$ cat config.mk
export PLATFORM = sky130hd
export DESIGN_NAME = psv_sequencer
export DESIGN_NICKNAME = d
export VERILOG_FILES = /design/src/psv_pkg.sv /design/src/psv_sequencer.sv
export VERILOG_INCLUDE_DIRS = /design/src
export SDC_FILE = /design/constraint.sdc
export NUM_CORES = 1
export LEC_CHECK = 0
export BUFFER_PORTS_ARGS = -buffer_cell sky130_fd_sc_hd__buf_2
export CORE_MARGIN = 1
export CORE_UTILIZATION = 35
export DETAILED_ROUTE_END_ITERATION = 8
export PLACE_DENSITY_LB_ADDON = 0.1
export SYNTH_ARGS = -nofsm -noshare
export SYNTH_HDL_FRONTEND = slang
export SYNTH_SLANG_ARGS = --single-unit
$ cat constraint.sdc
create_clock -name clock -period 11.4 [get_ports clock]
set_clock_uncertainty 0.1 [all_clocks]
set_input_delay 1.71 -clock clock [delete_from_list [all_inputs] [get_ports clock]]
set_output_delay 1.71 -clock clock [all_outputs]
set_load 0.01 [all_outputs]
$ cat src/psv_cfg.svh
`ifndef PSV_CFG_SVH
`define PSV_CFG_SVH

// ==========================================================
// register map (data addresses)
`define PSV_ADDR_PC_LOW 8'h06
`define PSV_ADDR_TAB_PTR_LO 8'h07
`define PSV_ADDR_TAB_HIGH 8'h08
`define PSV_ADDR_TAB_PTR_HI 8'h1f

// ==========================================================
// reset values
`define PSV_PC_RESET 14'h0000
`define PSV_REG_RESET 8'h00
`define PSV_READ_ZERO 8'h00

// ==========================================================
// interrupt vectors, lowest address has priority
`define PSV_VEC_EXT 14'h0004
`define PSV_VEC_TMR0 14'h0008
`define PSV_VEC_TMR1 14'h000c
`define PSV_VEC_UART 14'h0010
`define PSV_VEC_I2C 14'h0014
`define PSV_VEC_MULTI 14'h0018

// ==========================================================
// field layout and sequencing constants
`define PSV_BANK_BIT 5
`define PSV_LAST_PAGE 6'h3f
`define PSV_PHASE_LAST 2'h3
`define PSV_PHASE_FIRST 2'h0
`define PSV_STACK_LEVELS 16
`define PSV_INT_SOURCES 6

// ==========================================================
// start-up wait, in system clock periods
`define PSV_TSST_TSYS 1024
`define PSV_CLK_PER_TSYS 1
`define PSV_TSST_CYCLES (`PSV_TSST_TSYS * `PSV_CLK_PER_TSYS)

`endif

$ cat src/psv_pkg.sv
package psv_pkg;

  // ==========================================================
  // sequencer mode
  typedef enum logic [1:0] {
    PSV_WAIT,
    PSV_RUN,
    PSV_HALT
  } psv_mode_t;

  // ==========================================================
  // what the current instruction cycle is used for
  typedef enum logic [1:0] {
    PSV_SLOT_EXEC,
    PSV_SLOT_DUMMY,
    PSV_SLOT_TABLE
  } psv_slot_t;

endpackage

$ cat src/psv_sequencer.sv
// Functional notes
// - four clock phases per instruction cycle
// - fetch overlaps execute; branches add dummy cycle
// - 14-bit program counter, increments after fetch
// - reset loads program counter with zero
// - external interrupt vectors to 004H
// - timer 0 overflow vectors to 008H
// - timer 1 overflow vectors to 00CH
// - serial port interrupt vectors to 010H
// - two-wire slave interrupt vectors to 014H
// - multi-function interrupt vectors to 018H
// - taken skip discards prefetch, stays in bank
// - low counter byte write jumps within page
// - jump/call uses field plus bank bit
// - returns restore all fourteen counter bits
// - table address from pointers or last page
// - table read fills low dest and high register
// - table reads take two instruction cycles
// - 1024-clock start-up wait after reset/wake
// - full stack withholds interrupt acknowledge
// - sixteen-level hidden return stack
// - entering service clears global interrupt enable
`include "psv_cfg.svh"
`timescale 1ns/1ps
`default_nettype none

module psv_sequencer
  import psv_pkg::*;
#(
  parameter int START_CYCLES = `PSV_TSST_CYCLES,
  parameter int STACK_DEPTH = `PSV_STACK_LEVELS
) (
  input wire logic clock,
  input wire logic rst_n,
  output logic [13:0] prog_addr,
  input wire logic [15:0] prog_data,
  output logic [15:0] instr_word,
  output logic instr_exec,
  output logic [1:0] cycle_phase,
  output logic cycle_end,
  input wire logic ctl_jump,
  input wire logic ctl_call,
  input wire logic ctl_return,
  input wire logic ctl_int_return,
  input wire logic ctl_skip,
  input wire logic ctl_halt,
  input wire logic [12:0] ctl_target,
  input wire logic ctl_tab_paged,
  input wire logic ctl_tab_last,
  input wire logic [7:0] ctl_tab_dest,
  input wire logic [7:0] bank_pointer,
  input wire logic wake,
  input wire logic [5:0] int_req,
  input wire logic [5:0] int_en,
  input wire logic global_interrupt_enable,
  output logic global_interrupt_enable_clr,
  output logic int_return_done,
  output logic [5:0] int_ack,
  input wire logic [7:0] reg_addr,
  input wire logic reg_wr,
  input wire logic [7:0] reg_wdata,
  output logic [7:0] reg_rdata,
  output logic tab_wr,
  output logic [7:0] tab_wr_addr,
  output logic [7:0] tab_wr_data
);

  localparam int SPW = $clog2(STACK_DEPTH + 1);
  localparam int SIW = $clog2(STACK_DEPTH);

  // ==========================================================
  // priority pick and vector lookup
  function automatic logic [2:0] psv_pick(input logic [5:0] pend);
    logic [2:0] idx;
    idx = 3'h0;
    for (int i = `PSV_INT_SOURCES - 1; i >= 0; i--) begin
      if (pend[i]) begin
        idx = 3'(i);
      end
    end
    return idx;
  endfunction

  function automatic logic [13:0] psv_vector(input logic [2:0] idx);
    case (idx)
      3'h0: return `PSV_VEC_EXT;
      3'h1: return `PSV_VEC_TMR0;
      3'h2: return `PSV_VEC_TMR1;
      3'h3: return `PSV_VEC_UART;
      3'h4: return `PSV_VEC_I2C;
      default: return `PSV_VEC_MULTI;
    endcase
  endfunction

  // ==========================================================
  // state
  psv_mode_t mode_q;
  psv_slot_t slot_q, slot_d;
  logic [1:0] phase_q;
  logic [$clog2(START_CYCLES + 1)-1:0] wait_q;
  logic [13:0] pc_q, pc_d;
  logic [13:0] addr_q, addr_d;
  logic [15:0] ir_q, ir_d;
  logic [13:0] stack_q [STACK_DEPTH];
  logic [SPW-1:0] depth_q;
  logic [7:0] tab_ptr_lo_q, tab_ptr_hi_q, tab_high_q, pc_low_q, dest_q, rdata_q;
  logic pc_low_pend_q;
  logic tab_wr_q;
  logic [7:0] tab_data_q;
  logic [5:0] ack_q;
  logic gie_clr_q, iret_q;

  logic boundary, exec, full, push, pop, int_take, pc_low_wr, pc_low_go;
  logic [5:0] pend;
  logic [2:0] pick;
  logic [7:0] pc_low_val;
  logic [13:0] tab_addr, stack_top;

  assign boundary = (mode_q == PSV_RUN) && (phase_q == `PSV_PHASE_LAST);
  assign exec = (slot_q == PSV_SLOT_EXEC);
  assign full = (depth_q == SPW'(STACK_DEPTH));
  assign pend = int_req & int_en;
  assign pick = psv_pick(pend);
  assign pc_low_wr = reg_wr && (reg_addr == `PSV_ADDR_PC_LOW);
  assign pc_low_val = pc_low_wr ? reg_wdata : pc_low_q;
  assign pc_low_go = exec && (pc_low_pend_q || pc_low_wr);
  assign stack_top = stack_q[SIW'(depth_q - SPW'(1))];
  // table address: paged uses high pointer, last page forces ones
  assign tab_addr = ctl_tab_last ? {`PSV_LAST_PAGE, tab_ptr_lo_q} :
                    {tab_ptr_hi_q[5:0], tab_ptr_lo_q};
  // no interrupt while the instruction itself changes flow
  assign int_take = boundary && exec && global_interrupt_enable && (|pend) && !full &&
                    !(ctl_jump || ctl_call || ctl_return || ctl_int_return || ctl_skip ||
                      pc_low_go || ctl_tab_paged || ctl_tab_last || ctl_halt);
  assign push = boundary && exec && (ctl_call || int_take);
  assign pop = boundary && exec && (ctl_return || ctl_int_return) && (depth_q != '0);

  // ==========================================================
  // next fetch address and pipeline slot
  always_comb begin
    pc_d = pc_q;
    addr_d = addr_q;
    ir_d = ir_q;
    slot_d = slot_q;
    if (boundary) begin
      case (slot_q)
        PSV_SLOT_TABLE: begin
          // held instruction runs now, fetch resumes at pc
          addr_d = pc_q;
          slot_d = PSV_SLOT_EXEC;
        end
        default: begin
          ir_d = prog_data;
          slot_d = PSV_SLOT_DUMMY;
          if (exec && (ctl_jump || ctl_call)) begin
            pc_d = {bank_pointer[`PSV_BANK_BIT], ctl_target};
          end else if (exec && (ctl_return || ctl_int_return)) begin
            pc_d = stack_top;
          end else if (exec && ctl_skip) begin
            pc_d = {pc_q[13], pc_q[12:0] + 13'h1};
          end else if (pc_low_go) begin
            pc_d = {pc_q[13:8], pc_low_val};
          end else if (exec && (ctl_tab_paged || ctl_tab_last)) begin
            pc_d = pc_q + 14'h1;
            slot_d = PSV_SLOT_TABLE;
          end else if (int_take) begin
            pc_d = psv_vector(pick);
          end else begin
            pc_d = pc_q + 14'h1;
            slot_d = PSV_SLOT_EXEC;
          end
          addr_d = (slot_d == PSV_SLOT_TABLE) ? tab_addr : pc_d;
        end
      endcase
    end
  end

  // ==========================================================
  // start-up wait, halt and phase counter
  always_ff @(posedge clock) begin
    if (!rst_n) begin
      mode_q <= PSV_WAIT;
      wait_q <= '0;
      phase_q <= `PSV_PHASE_FIRST;
    end else begin
      case (mode_q)
        PSV_WAIT: begin
          phase_q <= `PSV_PHASE_FIRST;
          if (wait_q == ($bits(wait_q))'(START_CYCLES - 1)) begin
            mode_q <= PSV_RUN;
          end else begin
            wait_q <= wait_q + 1'b1;
          end
        end
        PSV_RUN: begin
          phase_q <= phase_q + 2'h1;
          if (boundary && exec && ctl_halt) begin
            mode_q <= PSV_HALT;
          end
        end
        PSV_HALT: begin
          phase_q <= `PSV_PHASE_FIRST;
          wait_q <= '0;
          if (wake) begin
            mode_q <= PSV_WAIT;
          end
        end
        default: mode_q <= PSV_WAIT;
      endcase
    end
  end

  // ==========================================================
  // program counter and fetch pipeline
  always_ff @(posedge clock) begin
    if (!rst_n) begin
      pc_q <= `PSV_PC_RESET;
      addr_q <= `PSV_PC_RESET;
      ir_q <= '0;
      slot_q <= PSV_SLOT_DUMMY;
    end else begin
      pc_q <= pc_d;
      addr_q <= addr_d;
      ir_q <= ir_d;
      slot_q <= slot_d;
    end
  end

  // ==========================================================
  // return stack, not visible to software
  always_ff @(posedge clock) begin
    if (!rst_n) begin
      depth_q <= '0;
    end else if (push) begin
      // a call on a full stack overwrites the oldest level
      stack_q[SIW'(depth_q)] <= pc_q;
      if (!full) begin
        depth_q <= depth_q + SPW'(1);
      end
    end else if (pop) begin
      depth_q <= depth_q - SPW'(1);
    end
  end

  // ==========================================================
  // interrupt acknowledge
  always_ff @(posedge clock) begin
    if (!rst_n) begin
      ack_q <= '0;
      gie_clr_q <= 1'b0;
      iret_q <= 1'b0;
    end else begin
      ack_q <= int_take ? (6'h01 << pick) : 6'h00;
      gie_clr_q <= int_take;
      iret_q <= boundary && exec && ctl_int_return;
    end
  end

  // ==========================================================
  // data-side registers
  always_ff @(posedge clock) begin
    if (!rst_n) begin
      tab_ptr_lo_q <= `PSV_REG_RESET;
      tab_ptr_hi_q <= `PSV_REG_RESET;
      pc_low_q <= `PSV_REG_RESET;
      pc_low_pend_q <= 1'b0;
    end else begin
      if (reg_wr && (reg_addr == `PSV_ADDR_TAB_PTR_LO)) begin
        tab_ptr_lo_q <= reg_wdata;
      end
      if (reg_wr && (reg_addr == `PSV_ADDR_TAB_PTR_HI)) begin
        tab_ptr_hi_q <= reg_wdata;
      end
      if (pc_low_wr) begin
        pc_low_q <= reg_wdata;
      end
      // a write landing on the boundary is consumed there
      pc_low_pend_q <= pc_low_wr ? !boundary : (pc_low_pend_q && !boundary);
    end
  end

  always_ff @(posedge clock) begin
    if (!rst_n) begin
      rdata_q <= `PSV_READ_ZERO;
    end else begin
      case (reg_addr)
        `PSV_ADDR_PC_LOW: rdata_q <= pc_q[7:0];
        `PSV_ADDR_TAB_PTR_LO: rdata_q <= tab_ptr_lo_q;
        `PSV_ADDR_TAB_HIGH: rdata_q <= tab_high_q;
        `PSV_ADDR_TAB_PTR_HI: rdata_q <= tab_ptr_hi_q;
        default: rdata_q <= `PSV_READ_ZERO;
      endcase
    end
  end

  // ==========================================================
  // table read completion
  always_ff @(posedge clock) begin
    if (!rst_n) begin
      tab_high_q <= `PSV_REG_RESET;
      dest_q <= `PSV_REG_RESET;
      tab_data_q <= `PSV_REG_RESET;
      tab_wr_q <= 1'b0;
    end else begin
      tab_wr_q <= 1'b0;
      if (boundary && exec && (ctl_tab_paged || ctl_tab_last)) begin
        dest_q <= ctl_tab_dest;
      end
      if (boundary && (slot_q == PSV_SLOT_TABLE)) begin
        tab_high_q <= prog_data[15:8];
        tab_data_q <= prog_data[7:0];
        tab_wr_q <= 1'b1;
      end
    end
  end

  // ==========================================================
  // outputs
  assign prog_addr = addr_q;
  assign instr_word = ir_q;
  assign instr_exec = (mode_q == PSV_RUN) && exec;
  assign cycle_phase = phase_q;
  assign cycle_end = boundary;
  assign int_ack = ack_q;
  assign global_interrupt_enable_clr = gie_clr_q;
  assign int_return_done = iret_q;
  assign reg_rdata = rdata_q;
  assign tab_wr = tab_wr_q;
  assign tab_wr_addr = dest_q;
  assign tab_wr_data = tab_data_q;

endmodule // psv_sequencer

`default_nettype wire

After elaboration in Yosys (flattened, before gate mapping). Memories as Yosys holds them, arrays and structs flattened. Index checks and enable logic that the tools add are counted.

Register bits: 132. Bits in latches: 0. Bits in writable memories: 224. ROM bits: 0. Output and inout bits: 67. Word-level logic and storage cells: 144. Memories kept: 1.

Memories: stack_q (depth 16, width 14, read ports 1, clocked after Yosys merged registers in 0, wr ports 1, line psv_sequencer.sv:104) `logic [13:0] stack_q [STACK_DEPTH];`.

Add/sub/neg operators: 6. Multiply operators: 0. Div/mod/pow operators: 0. $lt $le $gt $ge: 0. Eq/ne operators: 20. Shift-type cells: 1. Muxes and demuxes: 42. Bitwise logic cells: 2. Reduce and logical (&&, ||, !) cells: 52.

Operators with widths (number): $mux 14 (9); $pmux 8 s4 (1); $pmux 5 s5 (1); $logic_and 1x1->1 (23); $mux 2 (11); $pmux 11 s2 (1); $mux 3 (6); $eq 8x3->1 const B (2); $mux 5 (3); $add 14x1->14 const B (1); $add 13x1->13 const B (1); $logic_or 1x1->1 (12); $add 11x1->11 const B (1); $eq 11x10->1 const B (1); $mux 11 (1); $eq 2x2->1 const B (4); $eq 8x4->1 const B (1); $eq 8x5->1 const B (1); $mux 8 (1); $ne 2x2->1 const B (4); $reduce_and 2->1 (4); $and 6x6->6 (1); $eq 3x2->1 const B (2); $mux 1 (6); other kinds (20) (25).

Longest topological paths before layout.
Depth in word-level cells: 21. Gate-level depth with buffers: 15. Depth with buffers taken out: 9.

Least setup slack after synthesis. No wires, ideal clock.

Path kind: input-to-reg. Start: input reg_wr. End: memory stack_q[0][0], enable pin. Library setup time: 0.403 ns. Arrival: 3.923 ns. Data required time: 10.897 ns. Slack: 6.975 ns. Stages: 8. Buffers on the path: 2. Path through: buf_2 nor2b_1 buf_2 a31oi_2 a41oi_4 nor2_1 nand2_1 nor3_1.

Longest elaborated chain between the ends: 14.

Ends and longest elaborated chain: start, declared (line psv_sequencer.sv:60) `input wire logic reg_wr,`; $logic_and 1x1->1 (line psv_sequencer.sv:124) `` assign pc_low_wr = reg_wr && (reg_addr == `PSV_ADDR_PC_LOW); ``; $logic_or 1x1->1 (line psv_sequencer.sv:126) `assign pc_low_go = exec && (pc_low_pend_q || pc_low_wr);`; $logic_and 1x1->1 (line psv_sequencer.sv:126); $logic_or 1x1->1 (line psv_sequencer.sv:133) `!(ctl_jump || ctl_call || ctl_return || ctl_int_return || ctl_skip ||`; $logic_or 1x1->1 (3 in a row) (line psv_sequencer.sv:134) `pc_low_go || ctl_tab_paged || ctl_tab_last || ctl_halt);`; $logic_not 1->1 (line psv_sequencer.sv:133); $logic_and 1x1->1 (line psv_sequencer.sv:132) `assign int_take = boundary && exec && global_interrupt_enable && (|pend) && !full &&`; $logic_or 1x1->1 (line psv_sequencer.sv:135) `assign push = boundary && exec && (ctl_call || int_take);`; $logic_and 1x1->1 (line psv_sequencer.sv:135); $mux 1 (line psv_sequencer.sv:234) `end else if (push) begin`; $mux 1 (line psv_sequencer.sv:232) `if (!rst_n) begin`; $mux 1 (implied by the code) (line psv_sequencer.sv:236) `stack_q[SIW'(depth_q)] <= pc_q;`; end, declared (line psv_sequencer.sv:104).

No other way between the ends.

Worst setup path in the final report.
Start: register mode_q[1]. End: output cycle_end.

Longest elaborated chain between the ends: 2.

Ends and longest elaborated chain: start, declared (line psv_sequencer.sv:97) `psv_mode_t mode_q;`; start signal, assigned (line psv_sequencer.sv:182) `mode_q <= PSV_WAIT;`; start signal, assigned (line psv_sequencer.sv:190) `mode_q <= PSV_RUN;`; start signal, assigned (line psv_sequencer.sv:198) `mode_q <= PSV_HALT;`; $eq 2x1->1 (line psv_sequencer.sv:119) `` assign boundary = (mode_q == PSV_RUN) && (phase_q == `PSV_PHASE_LAST); ``; $logic_and 1x1->1 (line psv_sequencer.sv:119); end, declared (line psv_sequencer.sv:40) `output logic cycle_end,`.

No other way between the ends.

==> metrics.md <==
| Metric | Value |
|---|---|
| Setup TNS | `0 ns` |
| Via total after detailed routing | `10400` |
| Fin crit period | `4.32 ns` |
| Max Freq | `231 MHz` |
| Multi-input logic area | `5640 µm²` |
| Synth Warn # | `0` |
| CP arrival | `2.51 ns` |
| # rows | `76` |
| Overflow left after global routing | `0` |
| H-tree levels | `2` |
| Compound-cell area share of the yosys netlist | `10.2%` |
| DR DRC count | `0` |
| Fin crit share | `37.9%` |
| Layout Nets | `1444` |
| Initial Utilization | `35.5%` |
| Crit path buffers/inverters | `3` |
| Gpl congestion | `0.786` |
| Pleak | `6.51 nW` |
| Post-Synth XOR/XNOR Area | `1.31%` |
| Top Ports | `153` |
| Post-synth EDFFs | `224` |
| Syn_nets | `1309` |
| Syn avg cell area | `12.6 µm²` |
| Power per cell area | `149 nW/µm²` |
| Die area | `44600 µm²` |
| Synthesized cell area | `15300 µm²` |
| RSZ-0062 raised after global routing | `no` |
| Total area of sequential cells | `9370 µm²` |
| Simple-Gate Fraction of Synth Area | `14.0%` |
| Synth unique cells | `80` |
| Drt via density | `5.27` |
| # setup viols final | `0` |
| Drt first-iter violations | `826` |
| Max transition margin | `25.7%` |
| CTS Sinks | `356` |
| CP delay by family, top | `buffers and inverters` |
| CP Class | `flop to output pin` |
| TritonCTS Buffers | `40` |
| Port Buffers | `145` |
| Mux share of post-synthesis cell area | `10.2%` |
| Placed inst area | `16700 µm²` |
| Clock latency on the worst-skew pair | `0.57 ns` |
| Final HPWL DP | `28.4 mm` |
| Share of layout cells above drive strength 1 | `24.0%` |
| Most frequent cells in the layout | `edfxtp_1, nand2_1, buf_2, dfxtp_1, mux4_2` |
| Slowest stage delay, CP | `0.65 ns` |
| DRT antenna net count | `0` |
| Core box area | `43100 µm²` |
| Hold_ws | `0.359 ns` |
| Total setup buffers inserted after CTS | `0` |
| WL/cell | `21.7 µm` |
| VDD IR max | `0.000101 V` |
| Antenna violations before repair | `2` |
| Clock tree buffer depth | `3` |
| Cell Chain, Critical Path | `nand3b_2, inv_1, buf_4, buf_2` |
| Drt pass-1 iters | `7` |
| CP Data Required Time | `9.59 ns` |
| Die H | `211 µm` |
| GRT Total Usage | `19.4%` |
| Yosys reg bits | `356` |
| Clock tree from TritonCTS | `built` |
| Startpoint Class | `flop` |
| Max-slew violations | `0` |
| Crit path max fanout | `21` |
| Drt total wl | `42.7 mm` |
| Clk pin slew, worst setup/hold paths | `0.06 ns` |
| CTS root buffer | `clkbuf_16` |
| FILL cells | `4099` |
| Main combinational cell family by area after synthesis | `simple AND/OR/NAND/NOR gates` |
| Die X | `211 µm` |
| Mapped Cells | `1216` |
| HP Class | `flop to flop` |
| Max Cap Viol | `0` |
| Commonest non-fill, non-tap cell in the layout | `edfxtp_1` |
| Vias in the first global route | `10300` |
| Placed Cells | `1894` |
| Critical Path Slowest Stage Cell | `nand3b_2` |
| Slew at the pin closest to its max-slew limit | `1.11 ns` |
| Cts repair resizes | `0` |
| Hold_buf cts | `0` |
| Ys async rst share | `0%` |
| Main synth FF type | `edfxtp_1` |
| Crit end category | `output pin` |
| Status | `complete, no violations` |
| Hold Vio Cnt, Final | `0` |
| Adder-Cell Fraction of Synth Area | `0.572%` |
| Register area share after synthesis | `61.2%` |
| Area growth syn-to-layout | `17.5%` |
| First-pass GRT wire length | `65.2 mm` |
| Final Non-Filler Cells | `1966` |
| Final instance area | `18000 µm²` |
| Largest net degree at the start of global routing | `67` |
==> worst reg2reg max path: cells and delay by family, from the launching register on <==
family	cells	cell delay, ns
and+or+nand+nor	5	2.01
DFF	1	0.55
adders and majority gates	1	0.32
AOI/OAI and AO/OA	1	0.21
buffers and inverters	1	0.16
==> per-stage QoR <==
| stage | power, mW | utilization, % | worst slack, ns |
|---|---|---|---|
| floorplan | 1.40 | - | 6.97 |
| global placement | 1.43 | 38.7 | 6.56 |
| detailed placement | 1.43 | 38.7 | 6.53 |
| finish | 2.69 | 41.7 | 7.08 |
| global route | 2.77 | 41.7 | 6.92 |
| CTS | 2.72 | 41.7 | 7.09 |
==> cells in the mapped netlist (15+ instances only) <==
cell | number | area share (%)
a21oi_1 | 32 | 1.0
nand3_1 | 43 | 1.4
dfxtp_1 | 132 | 17
mux4_2 | 57 | 8.4
a21boi_0 | 52 | 2.6
o21ai_0 | 34 | 1.1
mux2i_1 | 20 | 1.3
nor2_1 | 67 | 1.6
nand4_1 | 28 | 1.1
edfxtp_1 | 224 | 44
nor3_1 | 21 | 0.69
clkbuf_1 | 44 | 1.1
nand2_1 | 197 | 4.8
xnor2_1 | 15 | 0.86
buf_2 | 16 | 0.52
nor2b_1 | 22 | 0.90
==> registers in the layout (all words and copies together), names as in the netlist, 5 cells and up <==
signal        count
int_ack           6
tab_ptr_lo_q      8
wait_q           11
tab_ptr_hi_q      8
depth_q           5
pc_q             14
tab_high_q        8
prog_addr        14
tab_wr_data       8
stack_q         224
tab_wr_addr       8
instr_word       16
pc_low_q          8
reg_rdata         8
==> path summary, 6_finish.rpt <==
path | slack, ns | endpoint | from | cells past startpoint
min reg2reg | 0.36 | tab_wr_data[0] | tab_wr_data[0] | 2
max reg2reg | 7.66 | stack_q[11][12] | depth_q[0] | 8
min | 0.36 | tab_wr_data[0] | tab_wr_data[0] | 2
max | 7.08 | cycle_end | mode_q[1] | 4
==> power by group <==
part / leakage [nW] / total, mW / switching (mW) / internal [mW]
clock: 0.646 / 1.28 / 0.540 / 0.744
sequential: 3.51 / 1.36 / 0.00107 / 1.35
combinational: 2.36 / 0.0479 / 0.0291 / 0.0188
==> area by class of cell <==
type / count / share of cell area [%]
Sequential cell: 356 / 52.1
Clock buffer: 54 / 6.26
Timing Repair Buffer: 165 / 4.89
Clock inverter: 17 / 1.06
Multi-Input combinational cell: 779 / 31.4
Tap cell: 585 / 4.07
Antenna cell: 1 / 0.0139
Inverter: 9 / 0.188
==> metal layers <==
layer	track usage, %	vias to the layer above	share of wire (%)
li1	-	4863	-
met1	28.3	5192	47
met2	29.7	254	46
met3	3.35	58	4.8
met4	5.42	0	2.1
met5	0	-	0
==> cell families (layout without fill, tap and decap cells) <==
logic type                 Yosys count  count (layout)
other                                0               1
AOI/OAI and AO/OA                  221             221
adders and majority gates            7               7
DFF                                356             356
xor gates and xnor gates            22              22
and+or+nand+nor                    445             445
buffers and inverters               81             245
muxes                               84              84
Power figures use the tool's default switching activity.
